$ cat src/pkg/mtc_defines.svh
// Register offsets, field positions, reset values and timing constants of the modulo timer
`ifndef MTC_DEFINES_SVH
`define MTC_DEFINES_SVH

// Byte addresses (word aligned, index times four)
`define MTC_IDX_STATUS_CONTROL 2'h0
`define MTC_IDX_CLOCK_CONFIG 2'h1
`define MTC_IDX_COUNT 2'h2
`define MTC_IDX_MODULO 2'h3
`define MTC_ADDR_STATUS_CONTROL 8'h00
`define MTC_ADDR_CLOCK_CONFIG 8'h04
`define MTC_ADDR_COUNT 8'h08
`define MTC_ADDR_MODULO 8'h0c

// Status and control field positions
`define MTC_SC_OVF_BIT 7
`define MTC_SC_IRQEN_BIT 6
`define MTC_SC_CLEAR_BIT 5
`define MTC_SC_HALT_BIT 4

// Clock configuration field positions
`define MTC_CLK_SRC_HI 5
`define MTC_CLK_SRC_LO 4
`define MTC_CLK_PS_HI 3
`define MTC_CLK_PS_LO 0

// Reset values
`define MTC_RST_SRC 2'h0
`define MTC_RST_PS 4'h0
`define MTC_RST_COUNT 8'h00
`define MTC_RST_MODULO 8'h00
`define MTC_RST_HALT 1'b1

// Prescaler and counter limits
`define MTC_PS_MAX 4'h8
`define MTC_PRESCALE_W 8
`define MTC_COUNT_MAX 8'hff

`endif

$ cat src/pkg/mtc_pkg.sv
// Types shared by the modulo timer modules
package mtc_pkg;

    // Clock source selection codes
    typedef enum logic [1:0] {
        MTC_SRC_BUS = 2'b00,
        MTC_SRC_FIXED = 2'b01,
        MTC_SRC_EXT_FALL = 2'b10,
        MTC_SRC_EXT_RISE = 2'b11
    } mtc_src_t;

endpackage

$ cat src/pkg/mtc_tick_if.sv
// Tick path between the clock selector and the counter core
`timescale 1ns/1ns
`default_nettype none

interface mtc_tick_if;
    import mtc_pkg::*;
    logic [1:0] src_sel;    // Selected clock source
    logic fixed_tick;       // Synchronised fixed-frequency clock level
    logic ext_tick;         // Synchronised external tick level
    logic source_pulse;     // One pulse per source edge

    modport selector (
        input src_sel,
        input fixed_tick,
        input ext_tick,
        output source_pulse
    );
    modport core (
        output src_sel,
        output fixed_tick,
        output ext_tick,
        input source_pulse
    );
endinterface

`default_nettype wire

$ cat src/logic/mtc_source_select.sv
// Clock source selector: turns the chosen source into one-cycle pulses
`timescale 1ns/1ns
`default_nettype none

module mtc_source_select
    import mtc_pkg::*;
(
    // Clock and reset
    input wire logic clk_i,
    input wire logic rst_i,
    // Tick path
    mtc_tick_if.selector tick
);

    logic fixed_prev_q;   // Last fixed clock level
    logic ext_prev_q;     // Last external level
    logic pulse_d;        // Pulse for the chosen source

    // --------------------------------
    // Edge history
    // --------------------------------
    always_ff @(posedge clk_i) begin
        if (rst_i) begin
            fixed_prev_q <= 1'b0;
            ext_prev_q <= 1'b0;
        end else begin
            fixed_prev_q <= tick.fixed_tick;
            ext_prev_q <= tick.ext_tick;
        end
    end

    // --------------------------------
    // Source choice
    // --------------------------------
    always_comb begin
        case (tick.src_sel)
            MTC_SRC_BUS: pulse_d = 1'b1;
            MTC_SRC_FIXED: pulse_d = tick.fixed_tick & ~fixed_prev_q;
            MTC_SRC_EXT_FALL: pulse_d = ~tick.ext_tick & ext_prev_q;
            MTC_SRC_EXT_RISE: pulse_d = tick.ext_tick & ~ext_prev_q;
            default: pulse_d = 1'b0;
        endcase
    end

    assign tick.source_pulse = pulse_d;

endmodule

`default_nettype wire

$ cat src/logic/mtc_timer.sv
// Modulo timer: clock select, prescaler, 8-bit counter and Wishbone registers
//
// Chosen here: the Wishbone register port.
`include "mtc_defines.svh"
`timescale 1ns/1ns
`default_nettype none

module mtc_timer
    import mtc_pkg::*;
(
    // Clock and reset
    input wire logic clk_i,
    input wire logic rst_i,
    // Wishbone slave
    input wire logic cyc_i,
    input wire logic stb_i,
    input wire logic we_i,
    input wire logic [7:0] adr_i,
    input wire logic [3:0] sel_i,
    input wire logic [31:0] dat_i,
    output logic [31:0] dat_o,
    output logic ack_o,
    // Clock source pins
    input wire logic fixed_frequency_clock_i,
    input wire logic external_tick_input_i,
    // Interrupt request
    output logic irq_o
);

    // --------------------------------
    // Declarations
    // --------------------------------
    mtc_tick_if tick ();                 // Tick path to the selector
    logic [1:0] src_q;                   // Clock source select
    logic [3:0] ps_q;                    // Prescale select
    logic [7:0] count_q;                 // Live count
    logic [7:0] modulo_q;                // Modulo value
    logic ovf_q;                         // Overflow flag
    logic ovf_armed_q;                   // Flag read while set
    logic irq_en_q;                      // Overflow interrupt enable
    logic halt_q;                        // Counter halt
    logic [`MTC_PRESCALE_W-1:0] pre_q;   // Prescaler counter
    logic [1:0] fixed_sync_q;            // Fixed clock synchroniser
    logic [1:0] ext_sync_q;              // External tick synchroniser
    logic ack_q;                         // Bus acknowledge
    logic [31:0] rdata_q;                // Read data
    logic access;                        // New bus access
    logic wr_lo;                         // Write with low byte lane
    logic rd;                            // Read access
    logic [1:0] idx;                     // Register index
    logic wr_sc;                         // Status/control write
    logic wr_clk;                        // Clock config write
    logic wr_mod;                        // Modulo write
    logic rd_sc;                         // Status/control read
    logic count_clear;                   // Counter restart
    logic [`MTC_PRESCALE_W-1:0] pre_next; // Prescaler incremented
    logic [3:0] ps_eff;                  // Prescale code after clamp
    logic pre_tick;                      // Prescaled tick
    logic [7:0] wrap_point;              // Terminal count
    logic at_wrap;                       // Count at terminal
    logic cnt_tick;                      // Counter advances
    logic overflow;                      // Overflow event

    // --------------------------------
    // Bus decode
    // --------------------------------
    assign access = cyc_i & stb_i & ~ack_q;
    assign idx = adr_i[3:2];
    // Writes land at the edge where the master samples ack, while the request still stands
    assign wr_lo = cyc_i & stb_i & ack_q & we_i & sel_i[0];
    assign rd = access & ~we_i;
    assign wr_sc = wr_lo & (adr_i == `MTC_ADDR_STATUS_CONTROL);
    assign wr_clk = wr_lo & (adr_i == `MTC_ADDR_CLOCK_CONFIG);
    assign wr_mod = wr_lo & (adr_i == `MTC_ADDR_MODULO);
    assign rd_sc = rd & (adr_i == `MTC_ADDR_STATUS_CONTROL);

    // Acknowledge one cycle after the strobe, every address answered
    always_ff @(posedge clk_i) begin
        if (rst_i) begin
            ack_q <= 1'b0;
        end else begin
            ack_q <= access;
        end
    end

    // Read data, unmapped addresses return zero
    always_ff @(posedge clk_i) begin
        if (rst_i) begin
            rdata_q <= 32'h0000_0000;
        end else if (rd) begin
            rdata_q <= 32'h0000_0000;
            if (adr_i[7:4] == 4'h0 && adr_i[1:0] == 2'b00) begin
                case (idx)
                    `MTC_IDX_STATUS_CONTROL: begin
                        rdata_q[`MTC_SC_OVF_BIT] <= ovf_q;
                        rdata_q[`MTC_SC_IRQEN_BIT] <= irq_en_q;
                        rdata_q[`MTC_SC_HALT_BIT] <= halt_q;
                    end
                    `MTC_IDX_CLOCK_CONFIG: begin
                        // Bits 7:6 stay zero
                        rdata_q[7:0] <= {2'b00, src_q, ps_q};
                    end
                    `MTC_IDX_COUNT: begin
                        rdata_q[7:0] <= count_q;
                    end
                    `MTC_IDX_MODULO: begin
                        rdata_q[7:0] <= modulo_q;
                    end
                    default: begin
                        rdata_q <= 32'h0000_0000;
                    end
                endcase
            end
        end
    end

    assign ack_o = ack_q;
    assign dat_o = rdata_q;

    // --------------------------------
    // Control registers
    // --------------------------------
    // Clock configuration; reserved bits not stored
    always_ff @(posedge clk_i) begin
        if (rst_i) begin
            src_q <= `MTC_RST_SRC;
            ps_q <= `MTC_RST_PS;
        end else if (wr_clk) begin
            src_q <= dat_i[`MTC_CLK_SRC_HI:`MTC_CLK_SRC_LO];
            ps_q <= dat_i[`MTC_CLK_PS_HI:`MTC_CLK_PS_LO];
        end
    end

    // Interrupt enable and halt bits
    always_ff @(posedge clk_i) begin
        if (rst_i) begin
            irq_en_q <= 1'b0;
            halt_q <= `MTC_RST_HALT;
        end else if (wr_sc) begin
            irq_en_q <= dat_i[`MTC_SC_IRQEN_BIT];
            halt_q <= dat_i[`MTC_SC_HALT_BIT];
        end
    end

    // Modulo register
    always_ff @(posedge clk_i) begin
        if (rst_i) begin
            modulo_q <= `MTC_RST_MODULO;
        end else if (wr_mod) begin
            modulo_q <= dat_i[7:0];
        end
    end

    // --------------------------------
    // Clock source synchronisers
    // --------------------------------
    always_ff @(posedge clk_i) begin
        if (rst_i) begin
            fixed_sync_q <= 2'b00;
            ext_sync_q <= 2'b00;
        end else begin
            fixed_sync_q <= {fixed_sync_q[0], fixed_frequency_clock_i};
            ext_sync_q <= {ext_sync_q[0], external_tick_input_i};
        end
    end

    assign tick.src_sel = src_q;
    assign tick.fixed_tick = fixed_sync_q[1];
    assign tick.ext_tick = ext_sync_q[1];

    // Edge detection and source choice
    mtc_source_select u_select (
        .clk_i (clk_i),
        .rst_i (rst_i),
        .tick (tick.selector)
    );

    // --------------------------------
    // Prescaler
    // --------------------------------
    // Clamp codes above eight to the top ratio
    assign ps_eff = (ps_q > `MTC_PS_MAX) ? `MTC_PS_MAX : ps_q;
    assign pre_next = pre_q + `MTC_PRESCALE_W'(1);

    // Tick when all low n bits of the next value roll to zero
    always_comb begin
        if (ps_eff == 4'h0) begin
            pre_tick = tick.source_pulse;
        end else if (ps_eff == `MTC_PS_MAX) begin
            pre_tick = tick.source_pulse & (pre_q == 8'hff);
        end else begin
            pre_tick = tick.source_pulse & ((pre_next & ((8'h01 << ps_eff) - 8'h01)) == 8'h00);
        end
    end

    // Prescaler keeps running through ratio changes
    always_ff @(posedge clk_i) begin
        if (rst_i) begin
            pre_q <= 8'h00;
        end else if (count_clear) begin
            pre_q <= 8'h00;
        end else if (!halt_q && tick.source_pulse) begin
            pre_q <= pre_next;
        end
    end

    // --------------------------------
    // Counter
    // --------------------------------
    assign count_clear = wr_mod | (wr_sc & dat_i[`MTC_SC_CLEAR_BIT]);
    assign wrap_point = (modulo_q == 8'h00) ? `MTC_COUNT_MAX : modulo_q;
    assign at_wrap = (count_q == wrap_point);
    assign cnt_tick = ~halt_q & pre_tick;
    assign overflow = cnt_tick & at_wrap & ~count_clear;

    always_ff @(posedge clk_i) begin
        if (rst_i) begin
            count_q <= `MTC_RST_COUNT;
        end else if (count_clear) begin
            count_q <= 8'h00;
        end else if (cnt_tick) begin
            if (at_wrap) begin
                count_q <= 8'h00;
            end else begin
                count_q <= count_q + 8'h01;
            end
        end
    end

    // --------------------------------
    // Overflow flag and interrupt
    // --------------------------------
    // Arm on read while set; a new overflow disarms
    always_ff @(posedge clk_i) begin
        if (rst_i) begin
            ovf_armed_q <= 1'b0;
        end else if (overflow || count_clear) begin
            ovf_armed_q <= 1'b0;
        end else if (rd_sc && ovf_q) begin
            ovf_armed_q <= 1'b1;
        end else if (wr_sc) begin
            ovf_armed_q <= 1'b0;
        end
    end

    // Set wins over the flag-clear write; a counter restart blocks the set
    always_ff @(posedge clk_i) begin
        if (rst_i) begin
            ovf_q <= 1'b0;
        end else if (overflow) begin
            ovf_q <= 1'b1;
        end else if (count_clear) begin
            ovf_q <= 1'b0;
        end else if (wr_sc && ovf_armed_q && !dat_i[`MTC_SC_OVF_BIT]) begin
            ovf_q <= 1'b0;
        end
    end

    assign irq_o = ovf_q & irq_en_q;

    // --------------------------------
    // Assertions
    // --------------------------------
    a_reserved_zero: assert property (@(posedge clk_i) disable iff (rst_i)
        ($past(rd) && $past(adr_i) == `MTC_ADDR_CLOCK_CONFIG) |-> dat_o[7:6] == 2'b00)
        else $error("Reserved config bits read nonzero");
    a_count_ro: assert property (@(posedge clk_i) disable iff (rst_i)
        (cyc_i && stb_i && ack_q && we_i && adr_i == `MTC_ADDR_COUNT && !cnt_tick && !count_clear)
        |=> $stable(count_q))
        else $error("Count write changed count");
    a_modulo_clear: assert property (@(posedge clk_i) disable iff (rst_i)
        wr_mod |=> (count_q == 8'h00 && !ovf_q))
        else $error("Modulo write did not clear");
    a_wrap_flag: assert property (@(posedge clk_i) disable iff (rst_i)
        (cnt_tick && at_wrap && !count_clear) |=> (count_q == 8'h00 && ovf_q))
        else $error("Wrap did not clear count and set flag");
    a_count_step: assert property (@(posedge clk_i) disable iff (rst_i)
        (cnt_tick && !at_wrap && !count_clear) |=> count_q == $past(count_q) + 8'h01)
        else $error("Count did not advance by one");
    a_halt_hold: assert property (@(posedge clk_i) disable iff (rst_i)
        (halt_q && !count_clear) |=> $stable(count_q))
        else $error("Count moved while halted");
    a_free_wrap: assert property (@(posedge clk_i) disable iff (rst_i)
        (modulo_q == 8'h00 && cnt_tick && count_q == 8'hff && !count_clear) |=> ovf_q)
        else $error("Free-running wrap missed flag");
    a_flag_kept: assert property (@(posedge clk_i) disable iff (rst_i)
        (ovf_q && !ovf_armed_q && !count_clear) |=> ovf_q)
        else $error("Flag cleared without read first");
    a_irq_follow: assert property (@(posedge clk_i) disable iff (rst_i)
        irq_o == (ovf_q && irq_en_q))
        else $error("Interrupt does not follow flag");
    a_ps_clamp: assert property (@(posedge clk_i) disable iff (rst_i)
        (ps_q > `MTC_PS_MAX) |-> ps_eff == `MTC_PS_MAX)
        else $error("Prescale code not clamped");
    a_bus_pulse: assert property (@(posedge clk_i) disable iff (rst_i)
        (src_q == 2'b00 && ps_q == 4'h0 && !halt_q) |-> cnt_tick)
        else $error("Bus clock source not ticking");
    a_reset_state: assert property (@(posedge clk_i) disable iff (rst_i)
        $past(rst_i) |-> (src_q == `MTC_RST_SRC && ps_q == `MTC_RST_PS && count_q == `MTC_RST_COUNT &&
                          modulo_q == `MTC_RST_MODULO && halt_q == `MTC_RST_HALT))
        else $error("State after reset wrong");
    a_config_keep: assert property (@(posedge clk_i) disable iff (rst_i)
        (wr_clk && !cnt_tick && !count_clear) |=> $stable(count_q))
        else $error("Config write disturbed count");
    a_ext_single: assert property (@(posedge clk_i) disable iff (rst_i)
        (src_q[1] && tick.source_pulse) |=> (!tick.source_pulse || src_q != $past(src_q)))
        else $error("Two pulses for one pin edge");
    a_flag_clear: assert property (@(posedge clk_i) disable iff (rst_i)
        $fell(ovf_q) |-> ($past(count_clear) || ($past(wr_sc) && $past(ovf_armed_q))))
        else $error("Flag cleared without cause");
    a_flag_rise: assert property (@(posedge clk_i) disable iff (rst_i)
        $rose(ovf_q) |-> ($past(cnt_tick) && $past(at_wrap)))
        else $error("Flag set away from wrap");
    a_count_bound: assert property (@(posedge clk_i) disable iff (rst_i)
        (modulo_q != 8'h00) |-> count_q <= modulo_q)
        else $error("Count beyond modulo");
    a_free_range: assert property (@(posedge clk_i) disable iff (rst_i)
        (modulo_q == 8'h00 && count_q != 8'hff) |=> !$rose(ovf_q))
        else $error("Free-running flag before full range");
    a_pre_hold: assert property (@(posedge clk_i) disable iff (rst_i)
        (halt_q && !count_clear) |=> $stable(pre_q))
        else $error("Prescaler moved while halted");

endmodule

`default_nettype wire

$ cat config.mk
export PLATFORM = sky130hd
export DESIGN_NAME = mtc_timer
export DESIGN_NICKNAME = d
export VERILOG_FILES = /design/src/pkg/mtc_pkg.sv /design/src/pkg/mtc_tick_if.sv /design/src/logic/mtc_source_select.sv /design/src/logic/mtc_timer.sv
export VERILOG_INCLUDE_DIRS = /design/src /design/src/pkg
export SDC_FILE = /design/constraint.sdc
export NUM_CORES = 1
export LEC_CHECK = 0
export ABC_AREA = 1
export BUFFER_PORTS_ARGS = -buffer_cell sky130_fd_sc_hd__buf_4
export CAP_MARGIN = 20
export CORE_UTILIZATION = 42
export DETAILED_ROUTE_END_ITERATION = 10
export PLACE_DENSITY = 0.67
export RECOVER_POWER = 50
export SLEW_MARGIN = 40
export SYNTH_ARGS = -nofsm -noshare
export SYNTH_HDL_FRONTEND = slang
export SYNTH_SLANG_ARGS = --single-unit
export TNS_END_PERCENT = 100
$ cat constraint.sdc
create_clock -name clk_i -period 2.2 [get_ports clk_i]
set_input_delay 0.33 -clock clk_i [delete_from_list [all_inputs] [get_ports clk_i]]
set_output_delay 0.33 -clock clk_i [all_outputs]
set_load 0.1 [all_outputs]
==> flow_metrics.tcl, run 1 <==
set metrics [dict create \
    synthMuxAreaShare 0 \
    cts-buffers-inserted 5 \
    stdcell_count 537 \
    drive_gt1_frac 0.141 \
    r2r_setup_slack_ns 0.12 \
    final_antenna_net_count 0 \
    tightestPinTransition_ns 1.17 \
    status "complete, but fails checks" \
    core_um2 6420 \
    die_x_um 84.2 \
    area_growth_pct 12.6 \
    grt_setup_unrepaired "yes" \
    worstPathCellList "inv_4 > nor2_4 > nand2_1 > ha_1 > o21ai_1 > a21oi_1 > nand3_1 > nor2_2 > nand3_2 > a21oi_4 > nand2_2 > nand2_4 > nor2_1" \
    dp.cells 524 \
    yosysTopAreaCellShare 0.346 \
    antenna_found_initial 0 \
    drv_slew 0 \
    gp_congestion 0.828 \
    violations "DRC" \
    fin_crit_sh 0.944 \
    synth_ff_type "dfxtp_1" \
    first_global_vias 2339 \
    p_leak_nw 1.32 \
    synth_cells 422 \
    start_kind "flip-flop" \
    design_area_um2 3200 \
    htree_levels 2 \
    placementRows 29 \
    cts_num_sinks 49 \
    cp-endpoint "count_q[1]$_SDFFE_PP0P_" \
    fin_nets 513 \
    whs_ns 0.214 \
    worstPathMaxFanout 6 \
    synth_area_um2 2840 \
    dpl.hpwl_um 4930 \
    drt_iter0_drc 110 \
    period_minus_slack_ns 2.08 \
    diodes 0 \
    crit_start "ps_q[0]$_SDFFE_PP0P_" \
    ys_top_cells_by_count "79 x nand2_1, 54 x inv_1, 51 x nor2_1" \
    hold_viol_final 0 \
    place_area_um2 3060 \
    die_area_um2 7090 \
    cts_root_buf "clkbuf_8" \
    max_freq_ghz 0.482 \
    ys_types 36 \
    synth_top_family_by_area "simple AND/OR/NAND/NOR gates" \
    globalRouteOverflowTotal 0 \
    synth-compound-area-share 0.172 \
    cap_violations 0 \
    cp.required_ns 2.41 \
    drcViolationCount 2 \
    path_depth 13 \
    r2r_start "ps_q[0]$_SDFFE_PP0P_" \
    synthXorXnorAreaFrac 0.0154 \
    syn_avg_cell_area_um2 6.73 \
    die_y_um 84.2 \
    cp_top_family "simple AND/OR/NAND/NOR gates" \
    detail_route.wirelength_um 6390 \
    max-clock-path-buffers 2 \
    r2r-end "count_q[1]$_SDFFE_PP0P_" \
    port_buffers 33 \
    yosysMostFrequentCell "nand2_1" \
    cp.buffers_inverters 1 \
    yosysTopAreaCell "dfxtp_1" \
    finalPower_mw 1.76 \
    hold_path_class "in -> reg" \
    initial_core_util 0.442 \
    cts_tree "done" \
    cp_slowest_cell "dfxtp_4" \
    fin_skew_ns 0.00732 \
    synth_area_leaders "dfxtp_1 35%, nand2_1 10%, inv_1 7.1%" \
    setup_viol 0 \
    yosys_warnings 0 \
    path_class "reg -> reg" \
    num_vias 2694 \
    clk_latency_ns 0.31 \
    end_kind "flip-flop" \
    peakVddDrop_v 0.000358 \
    seq_area_frac_synth 0.346 \
    maxSlewHeadroom 0.222 \
    boundaryPins 85 \
    cp_data_arrival_time_ns 2.28 \
    synth_seq_cells 49 \
    synth_edf_count 0 \
    synth-adder-area-share 0.0132 \
    power_density_nw_per_um2 551 \
    async_reset_ff_frac 0 \
    track_usage 0.184 \
    fin_tns_setup_ns 0 \
    drt-wirelength-per-cell_um 11.9 \
    grt_max_degree 18 \
    worstRegToRegCells 13 \
    via_per_inst 5.02 \
    drtPass1Iterations 7 \
    grt_pass1_wl_um 10500 \
    cpPeakStageDelay_ns 0.39 \
    clk_pin_slew_worst_paths_ns 0.09 \
    min_from "external_tick_input_i" \
    synthSimpleGateAreaFrac 0.295 \
]
through the flow:
step | utilization | setup slack, ns
2_1_floorplan | - | 0.0980
3_3_place_gp | 0.477 | 0.134
3_5_place_dp | 0.477 | 0.0921
4_1_cts | 0.493 | 0.0588
5_1_grt | 0.498 | -0.0243
6_report | 0.498 | 0.124
cells by family (layout without fill, tap and decap cells):
family          after synthesis  in the layout
flops                        49             49
other cells                   1             24
compound gates               85             85
xor+xnor                      5              5
simple gates                188            188
buf+inv                      91            106
fa+ha+maj                     3              3
metal layers:
layer	part of all wire	vias up	track usage
met5	0	-	0
met4	0.014	0	0.0674
met3	0.033	10	0.0305
met2	0.47	59	0.303
met1	0.48	1219	0.244
li1	-	1406	-
worst min-delay path by stage:
stage | to | cells after the start
after global placement | fixed_sync_q[1]$_SDFF_PP0_ | 2
final | ext_sync_q[0]$_SDFF_PP0_ | 3
after detailed placement | fixed_sync_q[1]$_SDFF_PP0_ | 2
after floorplan | ext_sync_q[1]$_SDFF_PP0_ | 2
after CTS | ext_sync_q[0]$_SDFF_PP0_ | 3
after global routing | fixed_sync_q[0]$_SDFF_PP0_ | 3
cells in the final DEF, fill, tap and decap left out, types with 4 or more instances in the layout:
cell type,n
inv_1,53
conb_1,24
nor3_1,7
a211oi_1,5
buf_4,29
dfxtp_1,46
clkbuf_1,10
clkbuf_8,7
nand2_1,78
nand3_1,26
o22ai_1,6
nand4_1,10
o221ai_1,4
o21ai_0,28
nand2_2,5
a21oi_1,32
nor2_1,49
worst reg2reg max path, cell delays in order, from the launching register on:
cell and delay [ns]:
dfxtp_4 0.39, inv_4 0.05, nor2_4 0.10, nand2_1 0.06, ha_1 0.27, o21ai_1 0.05, a21oi_1 0.14, nand3_1 0.10
nor2_2 0.14, nand3_2 0.13, a21oi_4 0.26, nand2_2 0.12, nand2_4 0.11, nor2_1 0.05
flip-flops by register name (all words and copies together) (netlist names):
| signal | count |
|---|---|
| count_q | 8 |
| dat_o | 8 |
| u_select.ext_prev_q | 1 |
| fixed_sync_q | 2 |
| u_select.fixed_prev_q | 1 |
| pre_q | 8 |
| ovf_armed_q | 1 |
| src_q | 2 |
| modulo_q | 8 |
| ext_sync_q | 2 |
| ps_q | 4 |
| halt_q | 1 |
| ovf_q | 1 |
| ack_o | 1 |
| irq_en_q | 1 |
where the power goes:
part	total [mW]	switching, mW	leakage, nW	internal, mW
combinational	0.267	0.231	0.864	0.0364
clock	0.603	0.313	0.0549	0.291
sequential	0.890	0.00175	0.398	0.889
what timing repair did:
action                                  4_1_cts  5_1_grt
resized for setup                             0       14
hold buffers                                  0        0
endpoints found under the setup margin        0       10
setup buffers                                 0        5
final cells by class:
class                      instances  area, um2
tap                               77       96.3
fill                             646       3230
inverter                          56        213
timing repair buffer              42        273
clock buffer                       7       96.3
multi-input combinational        305       1520
clock inverter                     1       8.76
sequential                        49        990
No activity file was read; power rests on OpenSTA's default activity.
==> run 2, diff against run 1 <==
--- a/config.mk
+++ b/config.mk
@@ -11,6 +11,7 @@
 export CAP_MARGIN = 20
 export CORE_UTILIZATION = 42
 export DETAILED_ROUTE_END_ITERATION = 10
+export GPL_TIMING_DRIVEN = 0
 export PLACE_DENSITY = 0.67
 export RECOVER_POWER = 50
 export SLEW_MARGIN = 40
==> flow_metrics.tcl, run 2 (synthesis results as in run 1) <==
set metrics [dict create \
    violations "DRC" \
    drv_slew 0 \
    globalRouteOverflowTotal 0 \
    core_um2 6420 \
    initial_core_util 0.442 \
    htree_levels 2 \
    die_x_um 84.2 \
    period_minus_slack_ns 2.11 \
    die_y_um 84.2 \
    fin_nets 538 \
    grt_pass1_wl_um 11300 \
    cp.required_ns 2.40 \
    drt_iter0_drc 143 \
    start_kind "flip-flop" \
    setup_viol 0 \
    dpl.hpwl_um 5250 \
    place_area_um2 3250 \
    clk_pin_slew_worst_paths_ns 0.10 \
    path_class "reg -> reg" \
    cts-buffers-inserted 5 \
    tightestPinTransition_ns 1.16 \
    cts_root_buf "clkbuf_8" \
    hold_viol_final 0 \
    worstPathMaxFanout 6 \
    final_cell_mix "77 x nand2_1, 53 x inv_1, 50 x nor2_1" \
    final_util 0.526 \
    grt_max_degree 17 \
    hold_buffers 0 \
    power_density_nw_per_um2 550 \
    drcViolationCount 2 \
    port_buffers 31 \
    gp_congestion 0.869 \
    drive_gt1_frac 0.181 \
    num_vias 2760 \
    die_area_um2 7090 \
    status "complete, but fails checks" \
    max_freq_ghz 0.475 \
    num-fill-cells 633 \
    peakVddDrop_v 0.000366 \
    detail_route.wirelength_um 6720 \
    via_per_inst 4.91 \
    final_antenna_net_count 0 \
    fin_tns_setup_ns 0 \
    design_area_um2 3380 \
    drtPass1Iterations 7 \
    cts_tree "done" \
    antenna_found_initial 0 \
    cap_violations 0 \
    diodes 0 \
    fin_crit_sh 0.957 \
    end_kind "flip-flop" \
    hold_path_class "in -> reg" \
    boundaryPins 85 \
    clk_latency_ns 0.31 \
    maxSlewHeadroom 0.227 \
    first_global_vias 2516 \
    placementRows 29 \
    cts_num_sinks 49 \
    max-clock-path-buffers 2 \
    drt-wirelength-per-cell_um 12.0 \
    fin_skew_ns 0.0107 \
    p_leak_nw 1.45 \
    track_usage 0.194 \
    area_growth_pct 19.1 \
    final_common_cell "nand2_1" \
    cp_data_arrival_time_ns 2.31 \
]
==> run 2: per-layer routing <==
metal / routed length [um] / track usage
met5: 0 / 0
met4: 99 / 0.0486
met3: 349 / 0.0344
met2: 3200 / 0.338
met1: 3070 / 0.250
==> run 2: critical path: stages, from the launching register on <==
cell,delay (ns)
dfxtp_4,0.38
inv_2,0.06
nor2_2,0.13
nand2_2,0.08
ha_4,0.26
o21ai_0,0.07
a21oi_1,0.13
nand3_1,0.08
nor2_1,0.14
nand3_2,0.12
a21oi_4,0.28
nand2_2,0.12
nand2_4,0.10
nor2_1,0.05
==> run 2: report_power, final <==
part           internal (mW)  leakage, nW  switching, mW  total, mW
clock                  0.341       0.0585          0.323      0.664
sequential             0.890        0.398        0.00206      0.892
combinational         0.0664        0.991          0.237      0.304
==> run 2: per-stage QoR <==
| stage | total power, mW | worst slack (ns) | hold slack (ns) | cells |
|---|---|---|---|---|
| floorplan | 1.17 | 0.0980 | 0.388 | 445 |
| global placement | 1.21 | 0.0750 | 0.389 | 553 |
| CTS | 1.88 | 0.0445 | 0.207 | 561 |
| finish | 1.86 | 0.0945 | 0.215 | 562 |
| detailed placement | 1.22 | 0.0878 | 0.409 | 553 |
| global route | 1.93 | -0.0119 | 0.222 | 562 |
==> run 2: final timing paths <==
kind / from / to / slack, ns / cells after the start
max: ps_q[0]$_SDFFE_PP0P_ / count_q[1]$_SDFFE_PP0P_ / 0.09 / 13
min: external_tick_input_i / ext_sync_q[0]$_SDFF_PP0_ / 0.21 / 3
max reg2reg: ps_q[0]$_SDFFE_PP0P_ / count_q[1]$_SDFFE_PP0P_ / 0.09 / 13
min reg2reg: fixed_sync_q[0]$_SDFF_PP0_ / fixed_sync_q[1]$_SDFF_PP0_ / 0.42 / 2
==> run 2: layout make-up <==
cell class | instances | area [um2] | area share
Multi-Input combinational cell | 305 | 1530 | 0.453
Buffer | 35 | 238 | 0.0703
Clock inverter | 3 | 43.8 | 0.0130
Inverter | 56 | 210 | 0.0622
Clock buffer | 5 | 68.8 | 0.0204
Sequential cell | 49 | 987 | 0.292
Timing Repair Buffer | 32 | 205 | 0.0607
Tap cell | 77 | 96.3 | 0.0285
==> run 2: repair_timing <==
action	in CTS	in global routing
gates resized for setup	0	12
endpoints found under the setup margin	0	10
setup buffers	0	1
==> run 3, diff against run 2 <==
--- a/config.mk
+++ b/config.mk
@@ -6,7 +6,7 @@
 export SDC_FILE = /design/constraint.sdc
 export NUM_CORES = 1
 export LEC_CHECK = 0
-export ABC_AREA = 1
+export ABC_AREA = 0
 export BUFFER_PORTS_ARGS = -buffer_cell sky130_fd_sc_hd__buf_4
 export CAP_MARGIN = 20
 export CORE_UTILIZATION = 42
==> flow_metrics.tcl, run 3 <==
set metrics [dict create \
    status "complete, but fails checks" \
    violations "DRC, setup timing" \
    num_vias 2630 \
    end_kind "flip-flop" \
    cp_data_arrival_time_ns 2.69 \
    detail_route.wirelength_um 7090 \
    via_per_inst 5.51 \
    seq_area_frac_synth 0.344 \
    dp.cells 461 \
    final_cell_mix "58 x buf_4, 44 x dfxtp_1, 33 x nor2_1" \
    hold_viol_final 0 \
    dpl.hpwl_um 5100 \
    peakVddDrop_v 0.000316 \
    yosysTopAreaCell "dfxtp_1" \
    final_util 0.545 \
    final.setup.worst_slack_ns -0.237 \
    start_kind "flip-flop" \
    drcViolationCount 8 \
    setup_viol 18 \
    swShare 0.327 \
    synth_edf_count 0 \
    p_seq_frac 0.502 \
    worstPathMaxFanout 8 \
    drive_gt1_frac 0.285 \
    initial_core_util 0.441 \
    synth_seq_cells 49 \
    fin_skew_ns 0.00870 \
    area_growth_pct 23.4 \
    syn_avg_cell_area_um2 8.69 \
    ys_top_cells_by_count "49 x dfxtp_1, 33 x nor2_1, 26 x buf_4" \
    clk_latency_ns 0.31 \
    clk_pin_slew_worst_paths_ns 0.10 \
    stdcell_count 477 \
    grt_setup_unrepaired "yes" \
    placementRows 29 \
    cts-buffers-inserted 5 \
    p_leak_nw 1.37 \
    antenna_found_initial 0 \
    drt-wirelength-per-cell_um 14.9 \
    synth_ff_type "dfxtp_1" \
    pwr-share-clk 0.326 \
    hold_buffers 0 \
    final_common_cell "buf_4" \
    yosysMostFrequentCell "dfxtp_1" \
    synth_area_um2 2850 \
    r2r_setup_slack_ns -0.24 \
    gp_congestion 0.835 \
    drt_iter0_drc 211 \
    yosys_warnings 0 \
    finalPower_mw 1.78 \
    cp.required_ns 2.45 \
    htree_levels 2 \
    num-fill-cells 632 \
    first_global_vias 2523 \
    p_sw_uw 581 \
    tightestPinTransition_ns 1.16 \
    final_antenna_net_count 0 \
    max-clock-path-buffers 2 \
    cpPeakStageDelay_ns 0.40 \
    fin_nets 453 \
    worstPathCellList "nor4_4 > inv_2 > ha_4 > and2_4 > o211ai_1 > a211oi_2 > o31a_1 > buf_4 > nor3_4 > a32o_1" \
    fin_crit_sh 1.11 \
    hold_path_depth 2 \
    max_freq_ghz 0.410 \
    cts_tree "done" \
    p_int_mw 1.20 \
    cp_slowest_cell "dfxtp_4" \
    cts_num_sinks 49 \
    worstRegToRegCells 10 \
    grt_max_degree 19 \
    drv_slew 0 \
    hold_path_class "in -> reg" \
    power_frac_comb 0.172 \
    period_minus_slack_ns 2.44 \
    port_buffers 33 \
    synth_cells 328 \
    grt_pass1_wl_um 11800 \
    diodes 0 \
    synth_area_leaders "dfxtp_1 34%, buf_4 6.8%, nor2_1 4.3%" \
    cts_root_buf "clkbuf_8" \
    cap_violations 0 \
    async_reset_ff_frac 0 \
    die_y_um 84.4 \
    power_density_nw_per_um2 505 \
    drtPass1Iterations 7 \
    globalRouteOverflowTotal 0 \
    track_usage 0.206 \
    die_x_um 84.4 \
    core_um2 6460 \
    path_class "reg -> reg" \
    maxSlewHeadroom 0.227 \
    ys_types 63 \
    boundaryPins 85 \
    yosysTopAreaCellShare 0.344 \
    die_area_um2 7120 \
]
[run 3: critical path: cells and delay by family (launching register included)]
kind                       cells  cell delay [ns]
AOI/OAI and AO/OA              4             0.83
adders and majority gates      1             0.18
buffers and inverters          2             0.25
DFF                            1             0.40
and+or+nand+nor                3             0.71
[run 3: power groups by stage]
stage          clock network [mW]  registers (mW)  logic, mW
6_report                    0.580           0.891      0.306
5_1_grt                     0.635           0.892      0.318
4_1_cts                     0.591           0.892      0.304
3_5_place_dp                    0           0.914      0.304
3_3_place_gp                    0           0.914      0.302
2_1_floorplan                   0           0.919      0.245
[run 3: final timing paths]
check,to,from
min,fixed_sync_q[0]$_SDFF_PP0_,fixed_frequency_clock_i
min reg2reg,ack_o$_SDFF_PP0_,ack_o$_SDFF_PP0_
max,count_q[6]$_SDFFE_PP0P_,ps_q[3]$_SDFFE_PP0P_
max reg2reg,count_q[6]$_SDFFE_PP0P_,ps_q[3]$_SDFFE_PP0P_
[run 3: layout make-up]
class,count,area [um2],area share
Sequential cell,49,992,0.282
Multi-Input combinational cell,253,1750,0.497
Inverter,9,33.8,0.00961
Buffer,37,255,0.0726
Clock inverter,3,26.3,0.00747
Clock buffer,5,68.8,0.0196
Timing Repair Buffer,44,295,0.0840
Tap cell,77,96.3,0.0274
[run 3: repair_timing]
| action | 4_1_cts | 5_1_grt |
|---|---|---|
| setup buffers | 8 | 3 |
| pin swaps | 16 | 8 |
| gates resized for setup | 13 | 11 |
| setup endpoints to repair | 18 | 18 |
[run 3: metrics by stage]
step	hold slack [ns]	area, um2	worst slack, ns	setup TNS [ns]
3_3_place_gp	0.413	3320	-0.362	-5.69
5_1_grt	0.231	3520	-0.351	-5.29
3_5_place_dp	0.423	3330	-0.412	-6.54
6_report	0.217	3520	-0.237	-2.92
4_1_cts	0.213	3520	-0.295	-1.95
2_1_floorplan	0.402	2980	-0.173	-0.914
[run 3: kinds of logic (layout without fill, tap and decap cells)]
logic type      after synthesis  in the layout  share of synthesized area
simple gates                116            116                      0.237
compound gates               83             83                      0.204
flops                        49             49                      0.344
buf+inv                      49             98                      0.104
mux                          15             15                     0.0593
xor+xnor                     12             12                     0.0369
fa+ha+maj                     3              3                     0.0132
other cells                   1             24                    0.00132
[run 3: layer usage]
layer	up-vias	routed length (um)	global-route usage
li1	1299	-	-
met1	1245	3260	0.268
met2	72	3380	0.340
met3	14	288	0.0315
met4	0	171	0.0894
met5	-	0	0
